$ cat config.mk
export PLATFORM = sky130hd
export DESIGN_NAME = eu_unit
export DESIGN_NICKNAME = d
export VERILOG_FILES = /design/src/inc/eu_pkg.sv /design/src/core/eu_conflict.sv /design/src/core/eu_unit.sv
export SDC_FILE = /design/constraint.sdc
export NUM_CORES = 1
export LEC_CHECK = 0
export BUFFER_PORTS_ARGS = -buffer_cell sky130_fd_sc_hd__buf_2
export CORE_UTILIZATION = 52
export DETAILED_ROUTE_END_ITERATION = 7
export MAX_ROUTING_LAYER = met4
export PLACE_DENSITY = 0.86
export SETUP_SLACK_MARGIN = 0.5
export SKIP_CTS_REPAIR_TIMING = 1
export SLEW_MARGIN = 20
export SYNTH_ARGS = -nofsm -noshare
export SYNTH_HDL_FRONTEND = slang
export SYNTH_HIERARCHICAL = 1
export SYNTH_SLANG_ARGS = --single-unit
$ cat constraint.sdc
create_clock -name clk -period 2.81 [get_ports clk]
set_input_delay 0.281 -clock clk [delete_from_list [all_inputs] [get_ports clk]]
set_output_delay 0.281 -clock clk [all_outputs]
set_load 0.005 [all_outputs]
$ cat src/inc/eu_pkg.sv
/*
 * Shared constants and carrier types of the exception flagging unit.
 * Assumes one core clock and a plain strobe-style register port.
 */
package eu_pkg;

  // Register word offsets (byte addresses)
  localparam logic [7:0] OFS_TASK_STATE = 8'h00;
  localparam logic [7:0] OFS_SAVED_TASK_STATE = 8'h04;
  localparam logic [7:0] OFS_RETURN_PTR = 8'h08;
  localparam logic [7:0] OFS_SERVICE_TABLE = 8'h0c;
  localparam logic [7:0] OFS_CAUSE = 8'h10;
  localparam logic [7:0] OFS_FLAG = 8'h14;
  localparam logic [7:0] OFS_CLEAR = 8'h18;
  localparam logic [7:0] OFS_RESUME = 8'h1c;
  localparam logic [7:0] OFS_IRQ_STATUS = 8'h20;
  localparam logic [7:0] OFS_IRQ_CLEAR = 8'h24;
  localparam logic [7:0] OFS_IRQ_ENABLE = 8'h28;

  // Task state field positions
  localparam int TS_XEN = 2;
  localparam int TS_INT = 3;
  localparam int TS_LOOP = 9;
  localparam int TS_BRANCH = 10;
  localparam int TS_MODE_LO = 6;

  // Cause and flag bit positions
  localparam int CAUSE_CONFLICT = 6;
  localparam int FLAG_INTERNAL = 1;

  // Return pointer compare mask and service table layout
  localparam logic [31:0] FETCH_MASK = 32'hffff_fe1f;
  localparam logic [31:0] TABLE_BASE_MASK = 32'hffff_fc00;
  localparam int VEC_LSB = 5;

  // Exception entry address offset from the service table base
  localparam logic [31:0] EXC_VEC_OFS = 32'h0000_0020;

  // Reset values
  localparam logic [31:0] RST_WORD = 32'h0000_0000;
  localparam logic [2:0] RST_IRQ = 3'h0;

  // Interrupt event bits
  localparam int EV_TAKEN = 0;
  localparam int EV_DRAIN_CONFLICT = 1;
  localparam int EV_RESUMED = 2;

  typedef struct packed {
    logic vld;
    logic pre_ex;
    logic [3:0] slot;
    logic [5:0] dest;
  } eu_wport_t;

  typedef struct packed {
    logic int_f;
    logic loop_act;
    logic br_pend;
    logic [1:0] mode;
    logic [31:0] pc;
  } eu_state_t;

  typedef struct packed {
    logic [7:0] addr;
    logic [31:0] wdata;
    logic wr;
    logic rd;
  } eu_bus_req_t;

endpackage : eu_pkg

$ cat src/core/eu_conflict.sv
/*
 * Write-port annul and conflict detector for two result paths.
 * Assumes port fields come from pipeline logic on the same clock.
 */
`timescale 1ns/100ps
module eu_conflict (
  input wire logic clk,
  input wire logic rst_n,
  input eu_pkg::eu_wport_t wp0,
  input eu_pkg::eu_wport_t wp1,
  input wire logic drain,
  output logic wen0,
  output logic wen1,
  output logic conflict
);

  function automatic logic live(input eu_pkg::eu_wport_t p,
                                input logic dr);
    live = p.vld && !(dr && p.pre_ex);
  endfunction : live

  // While draining, annul writes that have not reached the first execute phase
  assign wen0 = live(wp0, drain);
  assign wen1 = live(wp1, drain);

  // Only surviving writes take part in the compare
  assign conflict = wen0 && wen1 && (wp0.dest == wp1.dest)
                    && (wp0.slot != wp1.slot);

  property p_annul_no_write;
    @(posedge clk) disable iff (!rst_n)
      (drain && wp0.pre_ex) |-> !wen0 && !conflict;
  endproperty
  a_annul_no_write: assert property (p_annul_no_write)
    else $error("annulled write still enabled");

  property p_conflict_cause;
    @(posedge clk) disable iff (!rst_n)
      (wp0.vld && wp1.vld && !drain && wp0.dest == wp1.dest
       && wp0.slot != wp1.slot) |-> conflict;
  endproperty
  a_conflict_cause: assert property (p_conflict_cause)
    else $error("same-cycle double write not flagged");

  property p_annul_no_conflict;
    @(posedge clk) disable iff (!rst_n)
      conflict |-> !(drain && (wp0.pre_ex || wp1.pre_ex));
  endproperty
  a_annul_no_conflict: assert property (p_annul_no_conflict)
    else $error("annulled packet raised conflict");

endmodule : eu_conflict

$ cat src/core/eu_unit.sv
/*
 * Exception flagging and recovery unit of the core.
 * Assumes pipeline status inputs on the core clock and a strobe
 * register port with read data one cycle after the read strobe.
 */
// Decided for this implementation: the register offsets and the plain strobed port.
// Contract
// - Drain conflict is only pended, never taken mid-execution.
// - Pended drain conflict is taken when the handler is reached.
// - Return pointer and saved state capture arrival state at handler.
// - Saved state shows context switch 1, loop 0, branch 0, mode 00.
// - Saved return pointer matches service table under mask ffff_fe1f.
// - Conflict sets the conflict cause bit only.
// - Conflict sets the internal exception flag only.
// - Writing 2 to the clear register clears the internal flag.
// - Resume write branches to the saved return pointer.
// - Different-slot same-cycle writes to one register raise a conflict.
// - Draining annuls writes not yet in the first execute phase.
// - Exceptions are raised only with global exception enable set; a pended one is still taken at arrival if the enable was cleared meanwhile.
`timescale 1ns/100ps
module eu_unit (
  input wire logic clk,
  input wire logic rst_n,
  input eu_pkg::eu_bus_req_t bus,
  output logic [31:0] rdata,
  input eu_pkg::eu_wport_t wp0,
  input eu_pkg::eu_wport_t wp1,
  input wire logic drain,
  input wire logic arrive,
  input wire logic [3:0] vec,
  input eu_pkg::eu_state_t state,
  output logic wen0,
  output logic wen1,
  output logic exc_take,
  output logic redirect_vld,
  output logic [31:0] redirect_pc,
  output logic irq
);

  typedef enum logic [2:0] {
    EU_IDLE = 3'b001,
    EU_PEND = 3'b010,
    EU_HELD = 3'b100
  } eu_fsm_t;

  eu_fsm_t st_q;
  eu_fsm_t st_d;
  logic xen_q;
  logic [31:0] tbl_q;
  logic [31:0] ret_q;
  logic [31:0] sav_q;
  logic [31:0] cause_q;
  logic [31:0] flag_q;
  logic [2:0] ist_q;
  logic [2:0] ien_q;
  logic [31:0] rdata_q;
  logic [31:0] rdata_d;
  logic exc_take_q;
  logic redir_q;
  logic [31:0] redir_pc_q;
  logic conflict;
  logic take_now;
  logic take_arrive;
  logic take_any;
  logic resume_wr;
  logic clear_wr;
  logic [31:0] handler_pc;
  logic [2:0] ev;

  function automatic logic [31:0] pack_state(input eu_pkg::eu_state_t s,
                                             input logic g);
    logic [31:0] w;
    w = eu_pkg::RST_WORD;
    w[eu_pkg::TS_XEN] = g;
    w[eu_pkg::TS_INT] = s.int_f;
    w[eu_pkg::TS_LOOP] = s.loop_act;
    w[eu_pkg::TS_BRANCH] = s.br_pend;
    w[eu_pkg::TS_MODE_LO +: 2] = s.mode;
    pack_state = w;
  endfunction : pack_state

  function automatic logic hit(input eu_pkg::eu_bus_req_t b,
                               input logic [7:0] ofs);
    hit = (b.addr == ofs);
  endfunction : hit

  eu_conflict u_conflict (
    .clk(clk),
    .rst_n(rst_n),
    .wp0(wp0),
    .wp1(wp1),
    .drain(drain),
    .wen0(wen0),
    .wen1(wen1),
    .conflict(conflict)
  );

  // Handler entry address lies in the service table
  assign handler_pc = (tbl_q & eu_pkg::TABLE_BASE_MASK)
                      | (32'(vec) << eu_pkg::VEC_LSB);

  // Ordinary execution takes at once; draining defers to handler
  assign take_now = conflict && xen_q && !drain
                    && (st_q == EU_IDLE);
  assign take_arrive = arrive && (st_q == EU_PEND);
  assign take_any = take_now || take_arrive;

  assign resume_wr = bus.wr && hit(bus, eu_pkg::OFS_RESUME);
  assign clear_wr = bus.wr && hit(bus, eu_pkg::OFS_CLEAR);

  always_comb begin
    st_d = st_q;
    case (st_q)
      EU_IDLE: begin
        if (conflict && xen_q && drain) begin
          st_d = EU_PEND;
        end else if (take_now) begin
          st_d = EU_HELD;
        end
      end
      EU_PEND: begin
        if (arrive) begin
          st_d = EU_HELD;
        end
      end
      EU_HELD: begin
        if (resume_wr) begin
          st_d = EU_IDLE;
        end
      end
      default: begin
        st_d = EU_IDLE;
      end
    endcase
  end

  always_ff @(posedge clk) begin
    if (!rst_n) begin
      st_q <= EU_IDLE;
    end else begin
      st_q <= st_d;
    end
  end

  // Software-owned control
  always_ff @(posedge clk) begin
    if (!rst_n) begin
      xen_q <= 1'b0;
      tbl_q <= eu_pkg::RST_WORD;
    end else if (bus.wr) begin
      if (hit(bus, eu_pkg::OFS_TASK_STATE)) begin
        xen_q <= bus.wdata[eu_pkg::TS_XEN];
      end
      if (hit(bus, eu_pkg::OFS_SERVICE_TABLE)) begin
        tbl_q <= bus.wdata & eu_pkg::TABLE_BASE_MASK;
      end
    end
  end

  // Saved machine state on exception entry
  always_ff @(posedge clk) begin
    if (!rst_n) begin
      ret_q <= eu_pkg::RST_WORD;
      sav_q <= eu_pkg::RST_WORD;
    end else if (take_arrive) begin
      ret_q <= handler_pc;
      sav_q <= pack_state('{int_f: 1'b1, loop_act: 1'b0, br_pend: 1'b0,
                            mode: 2'h0, pc: handler_pc},
                          xen_q);
    end else if (take_now) begin
      ret_q <= state.pc;
      sav_q <= pack_state(state, xen_q);
    end
  end

  // Cause register: hardware set wins over software write
  always_ff @(posedge clk) begin
    if (!rst_n) begin
      cause_q <= eu_pkg::RST_WORD;
    end else if (take_any) begin
      cause_q <= 32'h0000_0001 << eu_pkg::CAUSE_CONFLICT;
    end else if (bus.wr && hit(bus, eu_pkg::OFS_CAUSE)) begin
      cause_q <= bus.wdata;
    end
  end

  // Flag register: clear writes ones, a new exception wins
  always_ff @(posedge clk) begin
    if (!rst_n) begin
      flag_q <= eu_pkg::RST_WORD;
    end else if (take_any) begin
      flag_q <= 32'h0000_0001 << eu_pkg::FLAG_INTERNAL;
    end else if (clear_wr) begin
      flag_q <= flag_q & ~bus.wdata;
    end
  end

  // Take pulse and fetch redirect
  always_ff @(posedge clk) begin
    if (!rst_n) begin
      exc_take_q <= 1'b0;
      redir_q <= 1'b0;
      redir_pc_q <= eu_pkg::RST_WORD;
    end else begin
      exc_take_q <= take_any;
      redir_q <= take_any || resume_wr;
      if (take_any) begin
        redir_pc_q <= tbl_q | eu_pkg::EXC_VEC_OFS;
      end else if (resume_wr) begin
        redir_pc_q <= ret_q;
      end
    end
  end

  assign exc_take = exc_take_q;
  assign redirect_vld = redir_q;
  assign redirect_pc = redir_pc_q;

  // Interrupt status, enable and level output
  assign ev = {resume_wr, conflict && drain && xen_q, take_any};

  always_ff @(posedge clk) begin
    if (!rst_n) begin
      ist_q <= eu_pkg::RST_IRQ;
    end else if (bus.wr && hit(bus, eu_pkg::OFS_IRQ_CLEAR)) begin
      ist_q <= (ist_q & ~bus.wdata[2:0]) | ev;
    end else begin
      ist_q <= ist_q | ev;
    end
  end

  always_ff @(posedge clk) begin
    if (!rst_n) begin
      ien_q <= eu_pkg::RST_IRQ;
    end else if (bus.wr && hit(bus, eu_pkg::OFS_IRQ_ENABLE)) begin
      ien_q <= bus.wdata[2:0];
    end
  end

  assign irq = |(ist_q & ien_q);

  // Read path, data valid one cycle after the strobe
  always_comb begin
    rdata_d = eu_pkg::RST_WORD;
    case (bus.addr)
      eu_pkg::OFS_TASK_STATE: rdata_d = pack_state(state, xen_q);
      eu_pkg::OFS_SAVED_TASK_STATE: rdata_d = sav_q;
      eu_pkg::OFS_RETURN_PTR: rdata_d = ret_q;
      eu_pkg::OFS_SERVICE_TABLE: rdata_d = tbl_q;
      eu_pkg::OFS_CAUSE: rdata_d = cause_q;
      eu_pkg::OFS_FLAG: rdata_d = flag_q;
      eu_pkg::OFS_IRQ_STATUS: rdata_d = {29'h0, ist_q};
      eu_pkg::OFS_IRQ_ENABLE: rdata_d = {29'h0, ien_q};
      default: rdata_d = eu_pkg::RST_WORD;
    endcase
  end

  always_ff @(posedge clk) begin
    if (!rst_n) begin
      rdata_q <= eu_pkg::RST_WORD;
    end else if (bus.rd) begin
      rdata_q <= rdata_d;
    end else begin
      rdata_q <= eu_pkg::RST_WORD;
    end
  end

  assign rdata = rdata_q;

  property p_no_take_while_drain;
    @(posedge clk) disable iff (!rst_n)
      (drain && !arrive) |=> !exc_take;
  endproperty
  a_no_take_while_drain: assert property (p_no_take_while_drain)
    else $error("exception taken during drain");

  property p_take_at_arrive;
    @(posedge clk) disable iff (!rst_n)
      (st_q == EU_PEND && arrive) |=> exc_take && st_q == EU_HELD;
  endproperty
  a_take_at_arrive: assert property (p_take_at_arrive)
    else $error("pended exception not taken at handler");

  property p_ret_handler;
    @(posedge clk) disable iff (!rst_n)
      take_arrive |=> ret_q == $past(handler_pc);
  endproperty
  a_ret_handler: assert property (p_ret_handler)
    else $error("return pointer not captured at handler");

  property p_sav_fields;
    @(posedge clk) disable iff (!rst_n)
      take_arrive |=> sav_q[eu_pkg::TS_INT] && !sav_q[eu_pkg::TS_LOOP]
        && !sav_q[eu_pkg::TS_BRANCH]
        && sav_q[eu_pkg::TS_MODE_LO +: 2] == 2'h0;
  endproperty
  a_sav_fields: assert property (p_sav_fields)
    else $error("saved task state fields wrong");

  property p_ret_mask;
    @(posedge clk) disable iff (!rst_n)
      take_arrive |=> (ret_q & eu_pkg::FETCH_MASK)
        == (tbl_q & eu_pkg::FETCH_MASK);
  endproperty
  a_ret_mask: assert property (p_ret_mask)
    else $error("return pointer outside service table");

  property p_cause_only;
    @(posedge clk) disable iff (!rst_n)
      take_any |=> cause_q == (32'h1 << eu_pkg::CAUSE_CONFLICT)
        && exc_take;
  endproperty
  a_cause_only: assert property (p_cause_only)
    else $error("cause register wrong after conflict");

  property p_flag_only;
    @(posedge clk) disable iff (!rst_n)
      take_any |=> flag_q == (32'h1 << eu_pkg::FLAG_INTERNAL);
  endproperty
  a_flag_only: assert property (p_flag_only)
    else $error("flag register wrong after conflict");

  property p_clear_two;
    @(posedge clk) disable iff (!rst_n)
      (clear_wr && bus.wdata == 32'h2 && !take_any)
        |=> !flag_q[eu_pkg::FLAG_INTERNAL];
  endproperty
  a_clear_two: assert property (p_clear_two)
    else $error("clear write left internal flag set");

  property p_resume;
    @(posedge clk) disable iff (!rst_n)
      (resume_wr && !take_any) |=> redirect_vld
        && redirect_pc == $past(ret_q);
  endproperty
  a_resume: assert property (p_resume)
    else $error("resume did not branch to return pointer");

  property p_xen_gate;
    @(posedge clk) disable iff (!rst_n)
      (!xen_q && st_q == EU_IDLE) |=> !exc_take;
  endproperty
  a_xen_gate: assert property (p_xen_gate)
    else $error("exception raised while disabled");

  property p_valid_conflict;
    @(posedge clk) disable iff (!rst_n)
      (conflict && xen_q && !drain && st_q == EU_IDLE) |=> exc_take;
  endproperty
  a_valid_conflict: assert property (p_valid_conflict)
    else $error("valid conflict not taken");

endmodule : eu_unit

==> results of run 1 <==
flip-flops by register name, indices dropped and copies added (netlist names):
name and flops:
cause_q 32, exc_take 1, flag_q 32, ien_q 3
ist_q 3, rdata 32, redirect_pc 32, redirect_vld 1
ret_q 32, sav_q 6, st_q 3, tbl_q 22
xen_q 1
area by class of cell:
cell class	instances	share of cell area, %
Sequential cell	200	40.4
Multi-Input combinational cell	660	38.0
Timing Repair Buffer	217	12.3
Clock buffer	24	5.07
Tap cell	211	2.67
Inverter	24	0.910
Clock inverter	8	0.632
worst max-delay path by stage:
stage                     startpoint         end  slack, ns  cells past startpoint
after floorplan              wp0[10]    ret_q[4]       0.71                     10
after global placement        wp1[7]  flag_q[28]       0.52                      9
after detailed placement      wp1[1]    ist_q[0]       0.46                      9
after CTS                     wp1[1]    ist_q[0]       0.90                      9
after global routing          wp1[6]  flag_q[16]       0.74                      9
final                        wp0[10]    ret_q[7]       0.84                      9
power breakdown:
part	total (W)	switching, W	internal, W	leakage (nW)
Clock	0.00234	0.00108	0.00126	0.275
Sequential	0.00283	0.000000783	0.00283	1.61
Combinational	0.000279	0.000179	0.0000997	1.87
critical path: stages:
cell and delay (ns):
sky130_fd_sc_hd__buf_2 0.10, sky130_fd_sc_hd__o21ai_1 0.13, sky130_fd_sc_hd__nand3_1 0.10, sky130_fd_sc_hd__nor4_1 0.50, sky130_fd_sc_hd__nand4b_1 0.23, sky130_fd_sc_hd__nor3_2 0.29, sky130_fd_sc_hd__buf_4 0.38, sky130_fd_sc_hd__a22oi_1 0.17
sky130_fd_sc_hd__a21oi_1 0.14
metrics by stage:
| step | instance area (um^2) | cells | utilization [%] |
|---|---|---|---|
| 2_1_floorplan | 8180 | 967 | - |
| 6_report | 9900 | 1344 | 64.9 |
| 5_1_grt | 9900 | 1344 | 64.9 |
| 3_5_place_dp | 9340 | 1312 | 61.2 |
| 3_3_place_gp | 9340 | 1312 | 61.2 |
| 4_1_cts | 9900 | 1344 | 64.9 |
cells in the final DEF (no fill, tap or decap), drive strengths merged, types with 8 or more instances in the layout:
cell,netlist,final
clkbuf,51,24
a22oi,13,13
buf,32,217
a31oi,34,34
and3,10,10
a211oi,23,23
a22o,8,8
o2bb2ai,14,14
o32ai,21,21
a21oi,109,109
o21ai,35,35
inv,24,26
a222oi,22,22
nor3,8,8
mux2i,15,15
nor2,41,41
dfxtp,200,200
nand2,240,240
per-layer routing:
layer	GRT usage, %	part of all wire (%)	wire (um)	vias to the layer above
met2	50.3	46	11800	580
met3	8.12	12	3030	120
li1	-	-	-	3763
met5	-	0	0	-
met4	18.1	4.3	1100	0
met1	39.8	38	9840	3800
cells by family after synthesis:
family                    count (synthesis)  share of synthesized area, %
xor gates and xnor gates                 10                          1.07
muxes                                    20                          2.53
DFF                                     200                          49.0
and+or+nand+nor                         334                          18.1
buffers and inverters                   107                          5.57
AOI/OAI and AO/OA                       296                          23.8
==> impl_summary.txt, run 1 <==
----------------------------------------------------
[Outcome]
  Run status ... finished, final reports clean

[Final layout]
  FILL cells ... 1269
  Area delta synth->final ... 21.1%
  N_diodes ... 0
  Multi-input logic area ... 0.00376 mm^2
  Layout cells sized above 1 ... 23.7%
  Sequential cell area ... 0.00400 mm^2
  Total number of nets in the final design ... 1231

[Timing]
  Worst hold margin ... 0.0204 ns
  Setup Skew ... 0.00905 ns
  Period minus WS final ... 1.97 ns
  Headroom to the max-slew limit ... 49.1%
  Period utilisation layout ... 70.3%
  Total negative setup slack ... 0 ns
  Pin slew with the least headroom to its limit ... 0.762 ns
  Pins Over Slew Limit ... 0
  Final count of hold timing violations ... 0
  Unrepaired setup endpoints after global routing ... false
  Final setup violation count ... 0
  Post-layout worst setup margin ... 0.836 ns
  Peak Freq ... 507 MHz

[Worst setup path]
  Largest fanout on the critical path ... 24
  Launch instance of the worst register-to-register path ... st_q[2]
  Kind of end point of the critical path ... flop
  End of the worst register-to-register path ... flag_q[27]
  FF-to-FF path depth ... 6
  Required time reported for the critical path endpoint ... 3.18 ns
  FF-to-FF setup slack ... 0.98 ns
  Worst setup path class ... in2reg
  Nature of the critical path startpoint ... input port
  Crit path arrival time ... 2.34 ns

[Worst hold path]
  Min-Delay Endpoint ... flag_q[4]
  Hold Crit Depth ... 2
  Startpoint of the tightest hold check path ... bus[6]
  Hold/Removal Path Class ... in2reg

[Yosys]
  Count of flip-flops with a built-in enable after synthesis ... 0
  Warnings from Yosys ... 6
  Number of synthesized register bits ... 200
  Distinct cell type count of the synthesized netlist ... 55
  Syn Std Cell Area ... 0.00818 mm^2
  Post-synth top area cell ... sky130_fd_sc_hd__dfxtp_1
  Leading post-synthesis cells by instance count ... sky130_fd_sc_hd__nand2_1, sky130_fd_sc_hd__dfxtp_1, sky130_fd_sc_hd__a21oi_1
  Top area cells in the synthesized netlist ... sky130_fd_sc_hd__dfxtp_1, sky130_fd_sc_hd__nand2_1, sky130_fd_sc_hd__a21oi_1
  Syn Area/Cell ... 8.45 um^2
  Most common cell in the synthesized netlist ... sky130_fd_sc_hd__nand2_1
  Post-Synthesis Net Count ... 1078
  Async set-or-reset flop fraction in the synthesized netlist ... 0%
  Sequential area share after synthesis ... 49.0%
  Post-synth top flop ... sky130_fd_sc_hd__dfxtp_1
  Synth top area share ... 49.0%
  Number of standard cells after synthesis ... 967

[Drt]
  Detailed-route wire length per cell ... 19.2 um
  Drt drc ... 0
  Vias after detailed routing ... 8263
  Violation count after the first detailed-route iteration ... 1030
  Total length of routed wires ... 25.8 mm
  Antenna violation net count after detailed routing ... 0
  TritonRoute pass-1 iters ... 6
  Average via count per standard cell ... 6.15

[CTS]
  Clock root buffer ... sky130_fd_sc_hd__clkbuf_16
  Number of clock buffers inserted by TritonCTS ... 17
  Clock tree from TritonCTS ... done
  Clock Latency Late Sink ... 0.45 ns
  CTS Sinks ... 200
  Depth of the CTS H-tree ... 4
  Clock transition time at the flip-flop clock pins of the worst setup and hold paths ... 0.07 ns
  Clock buffer depth ... 2

[Power and ir drop]
  Worst IR drop on VDD ... 0.420 mV
  Total Power ... 0.00546 W
  Static Leakage ... 3.75 nW
  Power density over the cells ... 551 mW/mm^2

[GRT]
  Number of antenna violations at the first check in global routing ... 0
  Global-route usage over all layers ... 32.9%
  Vias in the first global route ... 7812
  Congestion Overflow GR ... 0
  Pin count of the biggest net entering global routing ... 49
  Global-route wire length before repair ... 39.9 mm

[Floorplan]
  Standard-cell rows ... 45
  Die Span X ... 127 um
  DIE AREA ... 0.0162 mm^2
  Initial core utilization ... 53.6%
  Floorplan Core Area ... 0.0153 mm^2
  Floorplan die height ... 127 um
  Io pins ... 180

[Place]
  Setup WS pre-CTS ... 0.464 ns
  I/O Buffers ... 179
  Final Wtd Congestion ... 0.953
  Half-perimeter wire length after detailed placement ... 16.9 mm

[Job]
  Count of maximum capacitance violations ... 0

----------------------------------------------------
No activity file was read; power rests on OpenSTA's default activity.
==> run 2: changes to the inputs <==
--- a/config.mk
+++ b/config.mk
@@ -6,10 +6,10 @@
 export NUM_CORES = 1
 export LEC_CHECK = 0
 export BUFFER_PORTS_ARGS = -buffer_cell sky130_fd_sc_hd__buf_2
-export CORE_UTILIZATION = 52
+export CORE_UTILIZATION = 49
 export DETAILED_ROUTE_END_ITERATION = 7
 export MAX_ROUTING_LAYER = met4
-export PLACE_DENSITY = 0.86
+export PLACE_DENSITY = 0.85
 export SETUP_SLACK_MARGIN = 0.5
 export SKIP_CTS_REPAIR_TIMING = 1
 export SLEW_MARGIN = 20
==> constraint.sdc (replaced) <==
create_clock -name clk -period 1.8 [get_ports clk]
set_input_delay 0.18 -clock clk [delete_from_list [all_inputs] [get_ports clk]]
set_output_delay 0.18 -clock clk [all_outputs]
set_load 0.005 [all_outputs]
==> run 2 against run 1 <==
Compared with the run above:
- largest cell class is now multi-input combinational cells
- critical path depth is 1 higher
- the flow now finishes with violations (DRC, hold timing, setup timing)
- clock power rose by 64%
- die area up 6.0%
- critical endpoint is now cause_q[22]
==> impl_summary.txt, run 2 (synthesis gave the netlist of run 1 again) <==
----------------------------------------------------
[Outcome]
  Run status ... finished with violations
  Violated checks ... DRC, hold timing, setup timing

[Floorplan]
  DIE AREA ... 0.0172 mm^2 (+6.0%)
  Standard-cell rows ... 46 (+2.2%)
  Floorplan die height ... 131 um (+3.0%)
  Io pins ... 180 (unchanged)
  Floorplan Core Area ... 0.0161 mm^2 (+5.2%)
  Initial core utilization ... 50.9% (-2.7 points)
  Die Span X ... 131 um (+3.0%)

[Drt]
  Detailed-route wire length per cell ... 26.2 um (+37%)
  Drt drc ... 3 (+3)
  TritonRoute pass-1 iters ... 8 (+2)
  Antenna violation net count after detailed routing ... 0 (unchanged)
  Average via count per standard cell ... 6.98 (+13%)
  Total length of routed wires ... 38.4 mm (+49%)
  Violation count after the first detailed-route iteration ... 2045 (+99%)
  Vias after detailed routing ... 10222 (+24%)

[Final layout]
  Final design area excluding fillers ... 0.0122 mm^2 (+23%)
  Most common cell after layout, fill and taps aside ... sky130_fd_sc_hd__nand2_1
  Area delta synth->final ... 49.1%
  Top library cells by usage in the layout, fill and taps aside ... sky130_fd_sc_hd__nand2_1, sky130_fd_sc_hd__dfxtp_1, sky130_fd_sc_hd__buf_2
  Total number of nets in the final design ... 1348 (+9.5%)
  FILL cells ... 899 (-29%)
  Layout cells sized above 1 ... 38.1% (+14 points)
  N_diodes ... 0 (unchanged)

[Power and ir drop]
  Worst IR drop on VDD ... 0.715 mV (+71%)
  Total Power ... 0.00902 W (+65%)
  Static Leakage ... 4.73 nW (+26%)
  Power density over the cells ... 740 mW/mm^2 (+34%)

[Worst setup path]
  Worst setup path startpoint ... wp0[7]
  Largest fanout on the critical path ... 8 (-67%)
  Kind of end point of the critical path ... flop
  Launch instance of the worst register-to-register path ... st_q[0]
  Required time reported for the critical path endpoint ... 2.10 ns (-1.08 ns)
  Nature of the critical path startpoint ... input port
  Worst setup path class ... in2reg
  Crit path arrival time ... 2.18 ns (-0.16 ns)

[Timing]
  Setup Skew ... 0.0234 ns (+0.0144 ns)
  Headroom to the max-slew limit ... 59.6% (+10 points)
  Period minus WS final ... 1.88 ns
  Total negative setup slack ... -0.0782 ns (-0.0782 ns)
  Period utilisation layout ... 104%
  Worst hold margin ... -0.00202 ns (-0.0224 ns)
  Final count of hold timing violations ... 2 (+2)
  Pin slew with the least headroom to its limit ... 0.601 ns (-0.161 ns)
  Pins Over Slew Limit ... 0 (unchanged)
  Post-layout worst setup margin ... -0.0782 ns (-0.914 ns)
  Unrepaired setup endpoints after global routing ... true
  Final setup violation count ... 1 (+1)
  Peak Freq ... 532 MHz

[GRT]
  Congestion Overflow GR ... 0 (unchanged)
  Number of antenna violations at the first check in global routing ... 0 (unchanged)
  Global-route usage over all layers ... 33.1% (+0.21 points)
  Pin count of the biggest net entering global routing ... 34 (-31%)
  Global-route wire length before repair ... 43.5 mm (+9.2%)
  Vias in the first global route ... 8577 (+9.8%)

[CTS]
  Clock Latency Late Sink ... 0.46 ns (about the same)
  Clock buffer depth ... 2 (unchanged)
  Clock tree from TritonCTS ... done
  Clock transition time at the flip-flop clock pins of the worst setup and hold paths ... 0.07 ns (about the same)
  CTS Sinks ... 200 (unchanged)
  Number of clock buffers inserted by TritonCTS ... 17 (unchanged)
  Depth of the CTS H-tree ... 4 (unchanged)
  Clock root buffer ... sky130_fd_sc_hd__clkbuf_16

[Place]
  Placed standard-cell area ... 0.00991 mm^2 (+6.2%)
  Final Wtd Congestion ... 0.996 (+4.6%)
  Half-perimeter wire length after detailed placement ... 18.7 mm (+11%)
  I/O Buffers ... 179 (unchanged)
  Setup WS pre-CTS ... -0.295 ns (-0.759 ns)

[Worst hold path]
  Startpoint of the tightest hold check path ... state[20]
  Hold/Removal Path Class ... in2reg

[Job]
  Count of maximum capacitance violations ... 0 (unchanged)

----------------------------------------------------
## run 2: path summary, 6_finish.rpt
kind	slack (ns)	depth (start not counted)	to
worst max-delay path	-0.08	10	cause_q[22]
worst min-delay path	-0.002	3	ret_q[20]
worst max register to register	-0.07	7	cause_q[22]
worst min register to register	0.45	2	flag_q[6]
## run 2: power by group
group | switching, W | internal [W]
sequential | 0.00000157 | 0.00442
clock | 0.00181 | 0.00203
combinational | 0.000432 | 0.000331
total | 0.00224 | 0.00678
## run 2: worst max-delay path: stages
cell	delay [ns]
sky130_fd_sc_hd__buf_8	0.10
sky130_fd_sc_hd__xor2_4	0.17
sky130_fd_sc_hd__nor4_4	0.32
sky130_fd_sc_hd__nor4_4	0.09
sky130_fd_sc_hd__and4b_2	0.32
sky130_fd_sc_hd__nand2_4	0.12
sky130_fd_sc_hd__nand3_4	0.12
sky130_fd_sc_hd__buf_12	0.21
sky130_fd_sc_hd__buf_12	0.15
sky130_fd_sc_hd__a21oi_1	0.38
## run 2: through the flow
step | std cells | util [%]
final | 1465 | 75.9
after global routing | 1465 | 75.9
after CTS | 1391 | 65.3
after detailed placement | 1360 | 61.7
after global placement | 1360 | 61.7
after floorplan | 967 | -
## run 2: routing by layer
metal,track usage [%],wire length [um],up-vias
li1,-,-,3983
met2,51.2,16600,1189
met3,8.18,5920,434
met5,-,0,-
met4,18.2,3130,0
met1,39.4,12700,4616
## run 2: layout make-up
class | instances | area [um^2] | share of cell area (%)
multi-input cells | 660 | 4560 | 37.4
repair buffers | 334 | 2700 | 22.1
clock inverters | 8 | 88.8 | 0.729
flip-flops and latches | 200 | 4010 | 32.9
inverters | 24 | 90.1 | 0.739
clock buffers | 23 | 478 | 3.92
well taps | 216 | 270 | 2.22
